`src/cam_pkg.sv`:
```
// package for the addressing-mode decoder: modes, groups, widths, constants
// assumes the opcode itself has already been fetched and classified upstream
`default_nettype none
package cam_pkg;
   localparam int ADDR_W = 16;
   localparam int DATA_W = 8;
   localparam logic [1:0] OPC_LEN = 2'h1;
   localparam logic [15:0] REL_LEN = 16'h0002;
   localparam logic [7:0] PAGE0_HI = 8'h00;
   localparam logic [1:0] IRQ_LVL_SET = 2'h3;
   localparam logic [1:0] IRQ_LVL_CLR = 2'h0;
   localparam logic [1:0] IRQ_LVL_RST = 2'h3;
   localparam logic [1:0] CNT_ZERO = 2'h0;
   localparam logic [1:0] CNT_ONE = 2'h1;
   localparam logic [1:0] CNT_TWO = 2'h2;

   // addressing modes
   typedef enum logic [3:0] {
      CAM_INH = 4'h0, CAM_IMM = 4'h1, CAM_DIR_S = 4'h2, CAM_DIR_L = 4'h3,
      CAM_IDX_0 = 4'h4, CAM_IDX_S = 4'h5, CAM_IDX_L = 4'h6, CAM_IND_S = 4'h7,
      CAM_IND_L = 4'h8, CAM_IIX_S = 4'h9, CAM_IIX_L = 4'hA, CAM_REL = 4'hB
   } cam_mode_t;

   // instruction groups as far as long forms are concerned
   typedef enum logic [1:0] {
      CAM_GRP_LONG_OK = 2'h0,
      CAM_GRP_SHORT_ONLY = 2'h1,
      CAM_GRP_OTHER = 2'h2
   } cam_grp_t;

   // inherent operations with a side effect here
   typedef enum logic [1:0] {
      CAM_OP_PLAIN = 2'h0,
      CAM_OP_SET_IRQ_MASK = 2'h1,
      CAM_OP_CLR_IRQ_MASK = 2'h2
   } cam_inh_t;
endpackage
`default_nettype wire

```
`src/cam_ea_if.sv`:
```
// carrier between the decoder and its address calculator
// assumes both ends sit on the same clock; mode, word, index and pc come from registers, ea and next_pc are combinational
`default_nettype none
interface cam_ea_if;
   import cam_pkg::*;
   cam_mode_t mode;
   logic [15:0] word;
   logic [7:0] index;
   logic [15:0] pc;
   logic [15:0] ea;
   logic [15:0] next_pc;
   modport calc (input mode, input word, input index, input pc, output ea, output next_pc);
   modport user (output mode, output word, output index, output pc, input ea, input next_pc);
endinterface
`default_nettype wire

```
`src/cam_decode.sv`:
```
// operand fetch and effective address for an 8-bit core
// assumes memory answers a held request with ack and data in one cycle
`default_nettype none
module cam_decode (
   // clock and reset
   input wire logic i_sys_clk,
   input wire logic i_rst,
   // instruction from the opcode stage
   input wire logic i_start,
   input wire logic [15:0] i_pc,
   input wire cam_pkg::cam_mode_t i_mode,
   input wire cam_pkg::cam_grp_t i_group,
   input wire cam_pkg::cam_inh_t i_inh_op,
   input wire logic i_sel_y,
   input wire logic [7:0] i_idx_x,
   input wire logic [7:0] i_idx_y,
   // memory port
   output logic o_mem_req,
   output logic [15:0] o_mem_addr,
   input wire logic i_mem_ack,
   input wire logic [7:0] i_mem_data,
   // results
   output logic o_busy,
   output logic o_done,
   output logic o_refused,
   output logic [1:0] o_len,
   output logic [15:0] o_ea,
   output logic [7:0] o_imm,
   output logic [15:0] o_next_pc,
   output logic [1:0] o_irq_level
);
   import cam_pkg::*;

   // ----------------------------------------
   // helpers
   // ----------------------------------------
   // bytes that follow the opcode
   function automatic logic [1:0] opnd_bytes(input cam_mode_t m);
      case (m)
         CAM_INH, CAM_IDX_0: opnd_bytes = CNT_ZERO;
         CAM_DIR_L, CAM_IDX_L: opnd_bytes = CNT_TWO;
         default: opnd_bytes = CNT_ONE;
      endcase
   endfunction

   // pointer bytes read after the pointer address
   function automatic logic [1:0] ptr_bytes(input cam_mode_t m);
      case (m)
         CAM_IND_S, CAM_IIX_S: ptr_bytes = CNT_ONE;
         CAM_IND_L, CAM_IIX_L: ptr_bytes = CNT_TWO;
         default: ptr_bytes = CNT_ZERO;
      endcase
   endfunction

   function automatic logic is_long(input cam_mode_t m);
      is_long = (m == CAM_DIR_L) || (m == CAM_IDX_L) || (m == CAM_IND_L) || (m == CAM_IIX_L);
   endfunction

   // ----------------------------------------
   // state
   // ----------------------------------------
   typedef enum logic [3:0] {
      S_IDLE = 4'b0001,
      S_OPND = 4'b0010,
      S_PTR = 4'b0100,
      S_CALC = 4'b1000
   } cam_state_t;

   cam_state_t st_q;
   cam_mode_t mode_q;
   cam_inh_t inh_q;
   logic [1:0] cnt_q;
   logic [1:0] pcnt_q;
   logic [15:0] fa_q;
   logic [15:0] w_q;
   logic [15:0] pc_q;
   logic [7:0] idx_q;
   logic [1:0] len_q;
   logic refuse_q;
   logic done_q;
   logic refused_q;
   logic [15:0] ea_q;
   logic [15:0] npc_q;
   logic [7:0] imm_q;
   logic [1:0] irq_q;
   logic take;
   logic start_refuse;

   cam_ea_if ea_if ();

   // long forms only for the groups that own them
   assign start_refuse = (i_group != CAM_GRP_LONG_OK) && is_long(i_mode);
   assign take = i_mem_ack && o_mem_req;

   // ----------------------------------------
   // sequencer
   // ----------------------------------------
   // refused forms fetch nothing, so no stray bus cycles
   always_ff @(posedge i_sys_clk or posedge i_rst) begin
      if (i_rst) begin
         st_q <= S_IDLE;
      end else begin
         case (st_q)
            S_IDLE: begin
               if (i_start) begin
                  if (start_refuse || opnd_bytes(i_mode) == CNT_ZERO) begin
                     st_q <= S_CALC;
                  end else begin
                     st_q <= S_OPND;
                  end
               end
            end
            S_OPND: begin
               if (take && cnt_q == CNT_ONE) begin
                  st_q <= (pcnt_q != CNT_ZERO) ? S_PTR : S_CALC;
               end
            end
            S_PTR: begin
               if (take && pcnt_q == CNT_ONE) begin
                  st_q <= S_CALC;
               end
            end
            S_CALC: st_q <= S_IDLE;
            default: st_q <= S_IDLE;
         endcase
      end
   end

   // capture of the instruction context
   always_ff @(posedge i_sys_clk or posedge i_rst) begin
      if (i_rst) begin
         mode_q <= CAM_INH;
         inh_q <= CAM_OP_PLAIN;
         pc_q <= 16'h0000;
         idx_q <= 8'h00;
         len_q <= OPC_LEN;
         refuse_q <= 1'b0;
      end else if (st_q == S_IDLE && i_start) begin
         mode_q <= i_mode;
         inh_q <= i_inh_op;
         pc_q <= i_pc;
         idx_q <= i_sel_y ? i_idx_y : i_idx_x;
         len_q <= OPC_LEN + opnd_bytes(i_mode);
         refuse_q <= start_refuse;
      end
   end

   // byte counters
   always_ff @(posedge i_sys_clk or posedge i_rst) begin
      if (i_rst) begin
         cnt_q <= CNT_ZERO;
         pcnt_q <= CNT_ZERO;
      end else if (st_q == S_IDLE && i_start) begin
         cnt_q <= opnd_bytes(i_mode);
         pcnt_q <= ptr_bytes(i_mode);
      end else if (take && st_q == S_OPND) begin
         cnt_q <= cnt_q - CNT_ONE;
      end else if (take && st_q == S_PTR) begin
         pcnt_q <= pcnt_q - CNT_ONE;
      end
   end

   // fetch address: operand bytes follow the opcode, pointer sits in page zero
   always_ff @(posedge i_sys_clk or posedge i_rst) begin
      if (i_rst) begin
         fa_q <= 16'h0000;
      end else if (st_q == S_IDLE && i_start) begin
         fa_q <= i_pc + 16'h0001;
      end else if (take && st_q == S_OPND && cnt_q == CNT_ONE && pcnt_q != CNT_ZERO) begin
         fa_q <= {PAGE0_HI, i_mem_data};
      end else if (take) begin
         fa_q <= fa_q + 16'h0001;
      end
   end

   // fetched bytes, high byte of a word first
   always_ff @(posedge i_sys_clk or posedge i_rst) begin
      if (i_rst) begin
         w_q <= 16'h0000;
      end else if (st_q == S_IDLE && i_start) begin
         w_q <= 16'h0000;
      end else if (take) begin
         w_q <= {w_q[7:0], i_mem_data};
      end
   end

   // ----------------------------------------
   // results
   // ----------------------------------------
   assign ea_if.mode = mode_q;
   assign ea_if.word = w_q;
   assign ea_if.index = idx_q;
   assign ea_if.pc = pc_q;

   cam_ea_calc u_calc (
      .ea_if(ea_if)
   );

   // ea, next pc and imm latched once, so they hold until the next accepted instruction ends; done and refused pulse for one cycle
   always_ff @(posedge i_sys_clk or posedge i_rst) begin
      if (i_rst) begin
         done_q <= 1'b0;
         refused_q <= 1'b0;
         ea_q <= 16'h0000;
         npc_q <= 16'h0000;
         imm_q <= 8'h00;
      end else begin
         done_q <= (st_q == S_CALC);
         refused_q <= (st_q == S_CALC) && refuse_q;
         if (st_q == S_CALC && !refuse_q) begin
            ea_q <= ea_if.ea;
            npc_q <= (mode_q == CAM_REL) ? ea_if.next_pc : pc_q + {14'h0000, len_q};
            imm_q <= w_q[7:0];
         end
      end
   end

   // interrupt mask level
   always_ff @(posedge i_sys_clk or posedge i_rst) begin
      if (i_rst) begin
         irq_q <= IRQ_LVL_RST;
      end else if (st_q == S_CALC && mode_q == CAM_INH) begin
         if (inh_q == CAM_OP_SET_IRQ_MASK) begin
            irq_q <= IRQ_LVL_SET;
         end else if (inh_q == CAM_OP_CLR_IRQ_MASK) begin
            irq_q <= IRQ_LVL_CLR;
         end
      end
   end

   // outputs
   assign o_mem_req = (st_q == S_OPND) || (st_q == S_PTR);
   assign o_mem_addr = fa_q;
   assign o_busy = (st_q != S_IDLE);
   assign o_done = done_q;
   assign o_refused = refused_q;
   assign o_len = len_q;
   assign o_ea = ea_q;
   assign o_imm = imm_q;
   assign o_next_pc = npc_q;
   assign o_irq_level = irq_q;
endmodule
`default_nettype wire

```
`src/cam_ea_calc.sv`:
```
// effective address and branch target arithmetic
// assumes word holds fetched bytes, high byte first, short values in [7:0]
`default_nettype none
module cam_ea_calc (
   cam_ea_if.calc ea_if
);
   import cam_pkg::*;

   logic [8:0] short_sum;
   logic [15:0] sext_off;

   // short sums keep the carry so reach runs to 1FE
   assign short_sum = {1'b0, ea_if.word[7:0]} + {1'b0, ea_if.index};
   assign sext_off = {{8{ea_if.word[7]}}, ea_if.word[7:0]};

   // mode select, unsigned wrap for the long sums
   always_comb begin
      case (ea_if.mode)
         CAM_DIR_S, CAM_IND_S: ea_if.ea = {PAGE0_HI, ea_if.word[7:0]};
         CAM_DIR_L, CAM_IND_L: ea_if.ea = ea_if.word;
         CAM_IDX_0: ea_if.ea = {PAGE0_HI, ea_if.index};
         CAM_IDX_S, CAM_IIX_S: ea_if.ea = {7'h00, short_sum};
         CAM_IDX_L, CAM_IIX_L: ea_if.ea = ea_if.word + {PAGE0_HI, ea_if.index};
         default: ea_if.ea = 16'h0000;
      endcase
   end

   // target counts from the byte after the whole branch
   assign ea_if.next_pc = ea_if.pc + REL_LEN + sext_off;
endmodule
`default_nettype wire

```
`config.mk`:
```
export PLATFORM = sky130hd
export DESIGN_NAME = cam_decode
export DESIGN_NICKNAME = d
export VERILOG_FILES = /design/src/cam_pkg.sv /design/src/cam_ea_if.sv /design/src/cam_decode.sv /design/src/cam_ea_calc.sv
export SDC_FILE = /design/constraint.sdc
export NUM_CORES = 1
export LEC_CHECK = 0
export BUFFER_PORTS_ARGS = -buffer_cell sky130_fd_sc_hd__buf_2
export CORE_UTILIZATION = 50
export DETAILED_ROUTE_END_ITERATION = 10
export PLACE_DENSITY_LB_ADDON = 0.05
export SYNTH_ARGS = -nofsm -noshare
export SYNTH_HDL_FRONTEND = slang
export SYNTH_HIERARCHICAL = 1
export SYNTH_SLANG_ARGS = --single-unit
```
`constraint.sdc`:
```
create_clock -name i_sys_clk -period 9.6 [get_ports i_sys_clk]
set_input_delay 1.44 -clock i_sys_clk [delete_from_list [all_inputs] [get_ports i_sys_clk]]
set_output_delay 1.44 -clock i_sys_clk [all_outputs]
set_load 0.01 [all_outputs]
```
======== Yosys cells after proc, flatten, opt, wreduce, memory -nomap -nowiden ========
Cells that the tools add are included.
storage, ports and cells
  register bits after elaboration ......... 117
  bits of input ports ..................... 53
  output and inout bits ................... 64
  logic and storage cells ................. 122
operators by class
  add/subtract/negate cells ............... 10
  eq/ne operators ......................... 30
  multiplexer cells ....................... 26
  reduce and logical (&&, ||, !) cells .... 39
operators by type and width
  operator                 count
  $mux W16                 6
  $pmux W16 S5             1
  $add A16 B1 Y16 const B  2
  $eq A4 B3 Y1 const B     8
  $eq A4 B4 Y1 const B     8
  $mux W2                  10
  $mux W4                  5
  $add A16 B16 Y16         1
  $add A16 B2 Y16          1
  $add A16 B2 Y16 const B  1
  $add A16 B8 Y16          1
  $eq A4 B2 Y1 const B     4
  $reduce_or A2 Y1         8
  $logic_and A1 B1 Y1      12
  $pmux W4 S3              1
  $reduce_bool A2 Y1       6
  $add A8 B8 Y9            1
  $logic_not A4 Y1         2
  $mux W8                  1
  $ne A2 B2 Y1 const B     4
  $pmux W2 S2              2
  $eq A2 B1 Y1 const B     3
  $logic_or A1 B1 Y1       5
  $eq A4 B1 Y1 const B     1
  9 further kinds          11

======== Logic depth before layout (Yosys ltp) ========
  depth in word-level cells ............... 10
  gate-level depth with buffers ........... 13

======== By module ========
Netlist, hierarchy kept.
modules (own cells, without submodules)
  module       times used  cells an instance  area an instance (um^2)  sequential area each (um^2)
  cam_decode   1           656                5,836.8                  2,906.5
  cam_ea_calc  1           219                1,671.6                  0.0

======== Worst setup path before layout ========
No wires, ideal clock.
  kind .................................... in2reg
  start ................................... input i_mem_ack
  end ..................................... register fa_q[3] (netlist: o_mem_addr[3])
  arrival ................................. 2.628 ns
  slack ................................... 6.882 ns
  stages .................................. 7
  buffers on the path ..................... 2
  cell sequence ........................... nor3b_1 and2_1 clkbuf_1 nor2_1 clkbuf_1 nand2_1 o221ai_1
on the way
  word-level cells in the longest chain between the ends .. 6
  elaborated cells between the ends (all ways) .. 7
  classes of those cells .................. mux (2); reduce/logical (5)
ends and longest elaborated chain
  what                               line               source
  start, declared                    cam_decode.sv:20   input wire logic i_mem_ack,
  $logic_and A1 B1 Y1 (*)            cam_decode.sv:93   assign take = i_mem_ack && o_mem_req;
  $logic_and A1 B1 Y1 (3 in series)  cam_decode.sv:169  end else if (take && st_q == S_OPND && cnt_q == CNT_ONE && pcnt_q != CNT_ZERO) begin
  $mux W16                           cam_decode.sv:169
  $mux W16                           cam_decode.sv:167  end else if (st_q == S_IDLE && i_start) begin
  end signal, assigned               cam_decode.sv:168  fa_q <= i_pc + 16'h0001;
  end signal, assigned               cam_decode.sv:170  fa_q <= {PAGE0_HI, i_mem_data};
  end signal, assigned               cam_decode.sv:172  fa_q <= fa_q + 16'h0001;
  end, declared                      cam_decode.sv:74   logic [15:0] fa_q;
Mark *: on every way between the ends. The rest lies on a longest branch, timed or not.
A chain may end at the register's enable or synchronous reset.

======== Final worst setup path ========
  start ................................... input i_mem_ack
  end ..................................... register fa_q[7] (netlist: o_mem_addr[7])
Same word-level chain as after synthesis.

==> results.py <==
metrics = {
    "floorplanning": {
        "num_rows": 44,
        "coreArea_mm2": 0.0146,
        "dieArea_mm2": 0.0155,
        "start_util": 0.515,
        "num_io_pins": 117,
        "die_x_um": 125,
        "fp.dieH_um": 125,
    },
    "sta": {
        "slew_violations": 0,
        "grt_setup_unrepaired": "no",
        "fin_hold_ws_ns": 0.463,
        "fmax_mhz": 313,
        "tightestPinTransition_ns": 1.15,
        "min_period_over_period": 0.333,
        "fin_crit_ns": 3.20,
        "finClkSkew_ns": 0.00977,
        "fin_setup_tns_ns": 0,
        "setup_viol": 0,
        "hold_viol_final": 0,
        "max-slew-margin-rel": 0.229,
        "layout_setup_ws_ns": 6.40,
    },
    "layout": {
        "drive_gt1_frac": 0.169,
        "utilization": 0.600,
        "stdcell_count": 1172,
        "fin_nets": 1076,
        "area_growth_pct": 16.6,
        "diodes": 0,
    },
    "place": {
        "gp_congestion": 0.879,
        "dp.cells": 1140,
        "hpwl_mm": 14.6,
        "preCtsSetupSlack_ns": 5.97,
        "portBuffers": 116,
    },
    "pwr": {
        "p_leak_nw": 4.31,
        "p_sw_w": 0.00111,
        "power_frac_comb": 0.420,
        "p_sw_frac": 0.419,
        "power_density_mw_per_mm2": 303,
        "p_int_w": 0.00154,
        "ir_drop_v": 0.000166,
        "pwr-share-clk": 0.236,
        "seq_power_share": 0.344,
    },
    "hold_path": {
        "min_delay_path_depth": 2,
        "hold_path_end": "o_imm[7]$_DFFE_PP0P_",
        "min_from": "o_imm[7]$_DFFE_PP0P_",
        "min_path_type": "reg -> reg",
    },
    "critical_path": {
        "cp_max_fo": 24,
        "rrSetupSlack_ns": 6.44,
        "r2r-end": "o_next_pc[13]$_DFFE_PP0P_",
        "required_ns": 9.89,
        "crit_arrival_ns": 3.49,
        "critPathKind": "in -> reg",
        "rr_worst_depth": 13,
        "worst_setup_path_end_kind": "flop",
        "worstSetupStartpoint": "i_mem_ack",
        "r2r-start": "ea_if.word[1]$_DFFE_PP0P_",
        "cp-start-kind": "primary input",
    },
    "global_route": {
        "grt_pass1_vias": 6579,
        "grt_pass1_wl_mm": 33.4,
        "antenna_found_initial": 0,
        "grt.total_usage": 0.268,
        "grt_max_degree": 63,
        "gr-total-overflow": 0,
    },
    "yosys": {
        "syn-cell-area_mm2": 0.00751,
        "syn-num-nets": 976,
        "ys_warn_count": 6,
        "synth_xor_xnor_area_share": 0.0595,
        "async_reset_ff_frac": 1.00,
        "post_synth_num_cell_types": 75,
        "muxShareOfSynthArea": 0.0175,
        "synth_top_family_by_area": "simple AND/OR/NAND/NOR gates",
        "synth-simple-area-share": 0.234,
        "synth_edf_count": 0,
        "synth_fa_ha_area_frac": 0.0830,
        "synth-compound-area-share": 0.182,
        "ys_ff_latch": 116,
        "yosysSeqAreaShare": 0.387,
        "synthFlopType": "dfrtp_1",
        "syn-mean-instance-area_um2": 8.58,
        "synthCells": 875,
    },
    "routing": {
        "viasPerCell": 5.84,
        "num_vias": 6849,
        "wire_per_inst_um": 17.1,
        "drtAntennaViolNets": 0,
        "first_iter_violations": 538,
        "routed_wirelength_mm": 20.1,
        "dr.pass1.iters": 5,
        "drc_errors": 0,
    },
    "clocking": {
        "path_clk_slew_ns": 0.05,
        "postCtsHoldBufs": 0,
        "cts_root_buf": "clkbuf_16",
        "clock-sinks": 116,
        "clockBufferDepth": 2,
        "cts-buffers-inserted": 17,
        "clock_tree.htree_level_count": 4,
        "clk_latency_ns": 0.42,
        "cts_setup_buffers": 0,
        "cts_tree": "built",
        "cts_resized": 0,
    },
    "run": {
        "drv_cap": 0,
    },
    "outcome": {
        "status": "finished, final reports clean",
    },
}
worst max-delay path, stage by stage:
cell and delay (ns):
buf_2 0.12, nor3b_1 0.24, and2_1 0.73, nor2_1 0.49, a221o_1 0.47
through the flow:
| stage | instance area [µm²] | power [W] |
|---|---|---|
| after CTS | 8760 | 0.00266 |
| after floorplan | 7510 | 0.00166 |
| after global placement | 8180 | 0.00198 |
| after global routing | 8760 | 0.00286 |
| final | 8760 | 0.00266 |
| after detailed placement | 8180 | 0.00202 |
layout make-up:
cell class / count / area (µm²)
repair buffers: 121 / 618
fillers: 1285 / 5830
clock buffers: 21 / 440
well taps: 184 / 230
inverters: 24 / 92.6
flip-flops and latches: 116 / 2910
clock inverters: 11 / 135
multi-input cells: 695 / 4340
state kept, by name, indices dropped and copies added (netlist names), 4 cells and up:
| name | count |
|---|---|
| ea_if.word | 16 |
| ea_if.pc | 16 |
| o_ea | 16 |
| o_mem_addr | 16 |
| ea_if.mode | 4 |
| o_next_pc | 16 |
| o_imm | 8 |
| ea_if.index | 8 |
| st_q | 4 |
metal layers:
| layer | global-route usage | routed length (µm) | share of wire | vias to the layer above |
|---|---|---|---|---|
| li1 | - | - | - | 3305 |
| met1 | 0.390 | 9670 | 0.48 | 3276 |
| met2 | 0.406 | 8870 | 0.44 | 251 |
| met3 | 0.0455 | 1280 | 0.064 | 17 |
| met4 | 0.0815 | 231 | 0.012 | 0 |
| met5 | 0 | 0 | 0 | - |
cell usage after synthesis (all sizes together), types with 12 or more instances:
cell / n / area, µm²
xor2: 21 / 184
o211ai: 14 / 105
nand3: 30 / 150
mux2i: 12 / 120
o21ai: 60 / 304
a21o: 13 / 97.6
nand2: 215 / 807
inv: 24 / 90.1
xnor2: 30 / 263
ha: 45 / 563
dfrtp: 113 / 2830
a21oi: 39 / 206
clkbuf: 31 / 116
a22o: 14 / 123
and3: 13 / 81.3
nor3: 16 / 80.1
nor2: 34 / 128
power groups by stage:
stage          sequential [W]  clock [W]  combinational [W]
2_1_floorplan        0.000880          0           0.000781
3_3_place_gp         0.000905          0            0.00108
3_5_place_dp         0.000916          0            0.00110
4_1_cts              0.000909   0.000638            0.00112
5_1_grt              0.000944   0.000665            0.00126
6_report             0.000914   0.000626            0.00111
logic make-up (layout without fill, tap and decap cells):
family                   after synthesis  count (layout)
AND/OR/NAND/NOR                      381             381
AO/OA/AOI/OAI                        202             202
flip-flops                           116             116
buffers and inverters                 64             177
XOR/XNOR                              51              51
adder cells (fa/ha/maj)               48              48
multiplexers                          13              13
layout by cell type, fill, tap and decap left out, types with 4 or more instances in the layout:
cell type,count
clkbuf_1,4
a211oi_1,7
nand3_1,29
nor2_1,34
and2_1,5
nand2b_1,11
nand2_1,215
dfrtp_1,113
buf_2,116
mux2i_1,12
xor2_1,21
and4_1,7
or3_1,5
o21ai_1,10
o211ai_1,14
o22ai_1,5
a22oi_1,7
a22o_1,14
a221o_1,5
nor3_1,16
ha_1,45
a21oi_1,36
a21o_1,13
buf_4,5
o21ai_0,49
and3_1,13
clkinv_2,6
nand4_1,11
nand3b_1,4
clkbuf_16,17
a31oi_1,7
nor2b_1,9
xnor2_1,30
inv_1,23
worst max path at each step:
stage | end | slack, ns
after floorplan | cnt_q[0]$_DFFE_PP0P_ | 5.09
after global placement | o_mem_addr[7]$_DFFE_PP0P_ | 6.10
after detailed placement | o_mem_addr[4]$_DFFE_PP0P_ | 5.97
after CTS | o_mem_addr[7]$_DFFE_PP0P_ | 6.40
after global routing | o_mem_addr[2]$_DFFE_PP0P_ | 6.18
final | o_mem_addr[7]$_DFFE_PP0P_ | 6.40
(Power assumes the default switching activity.)
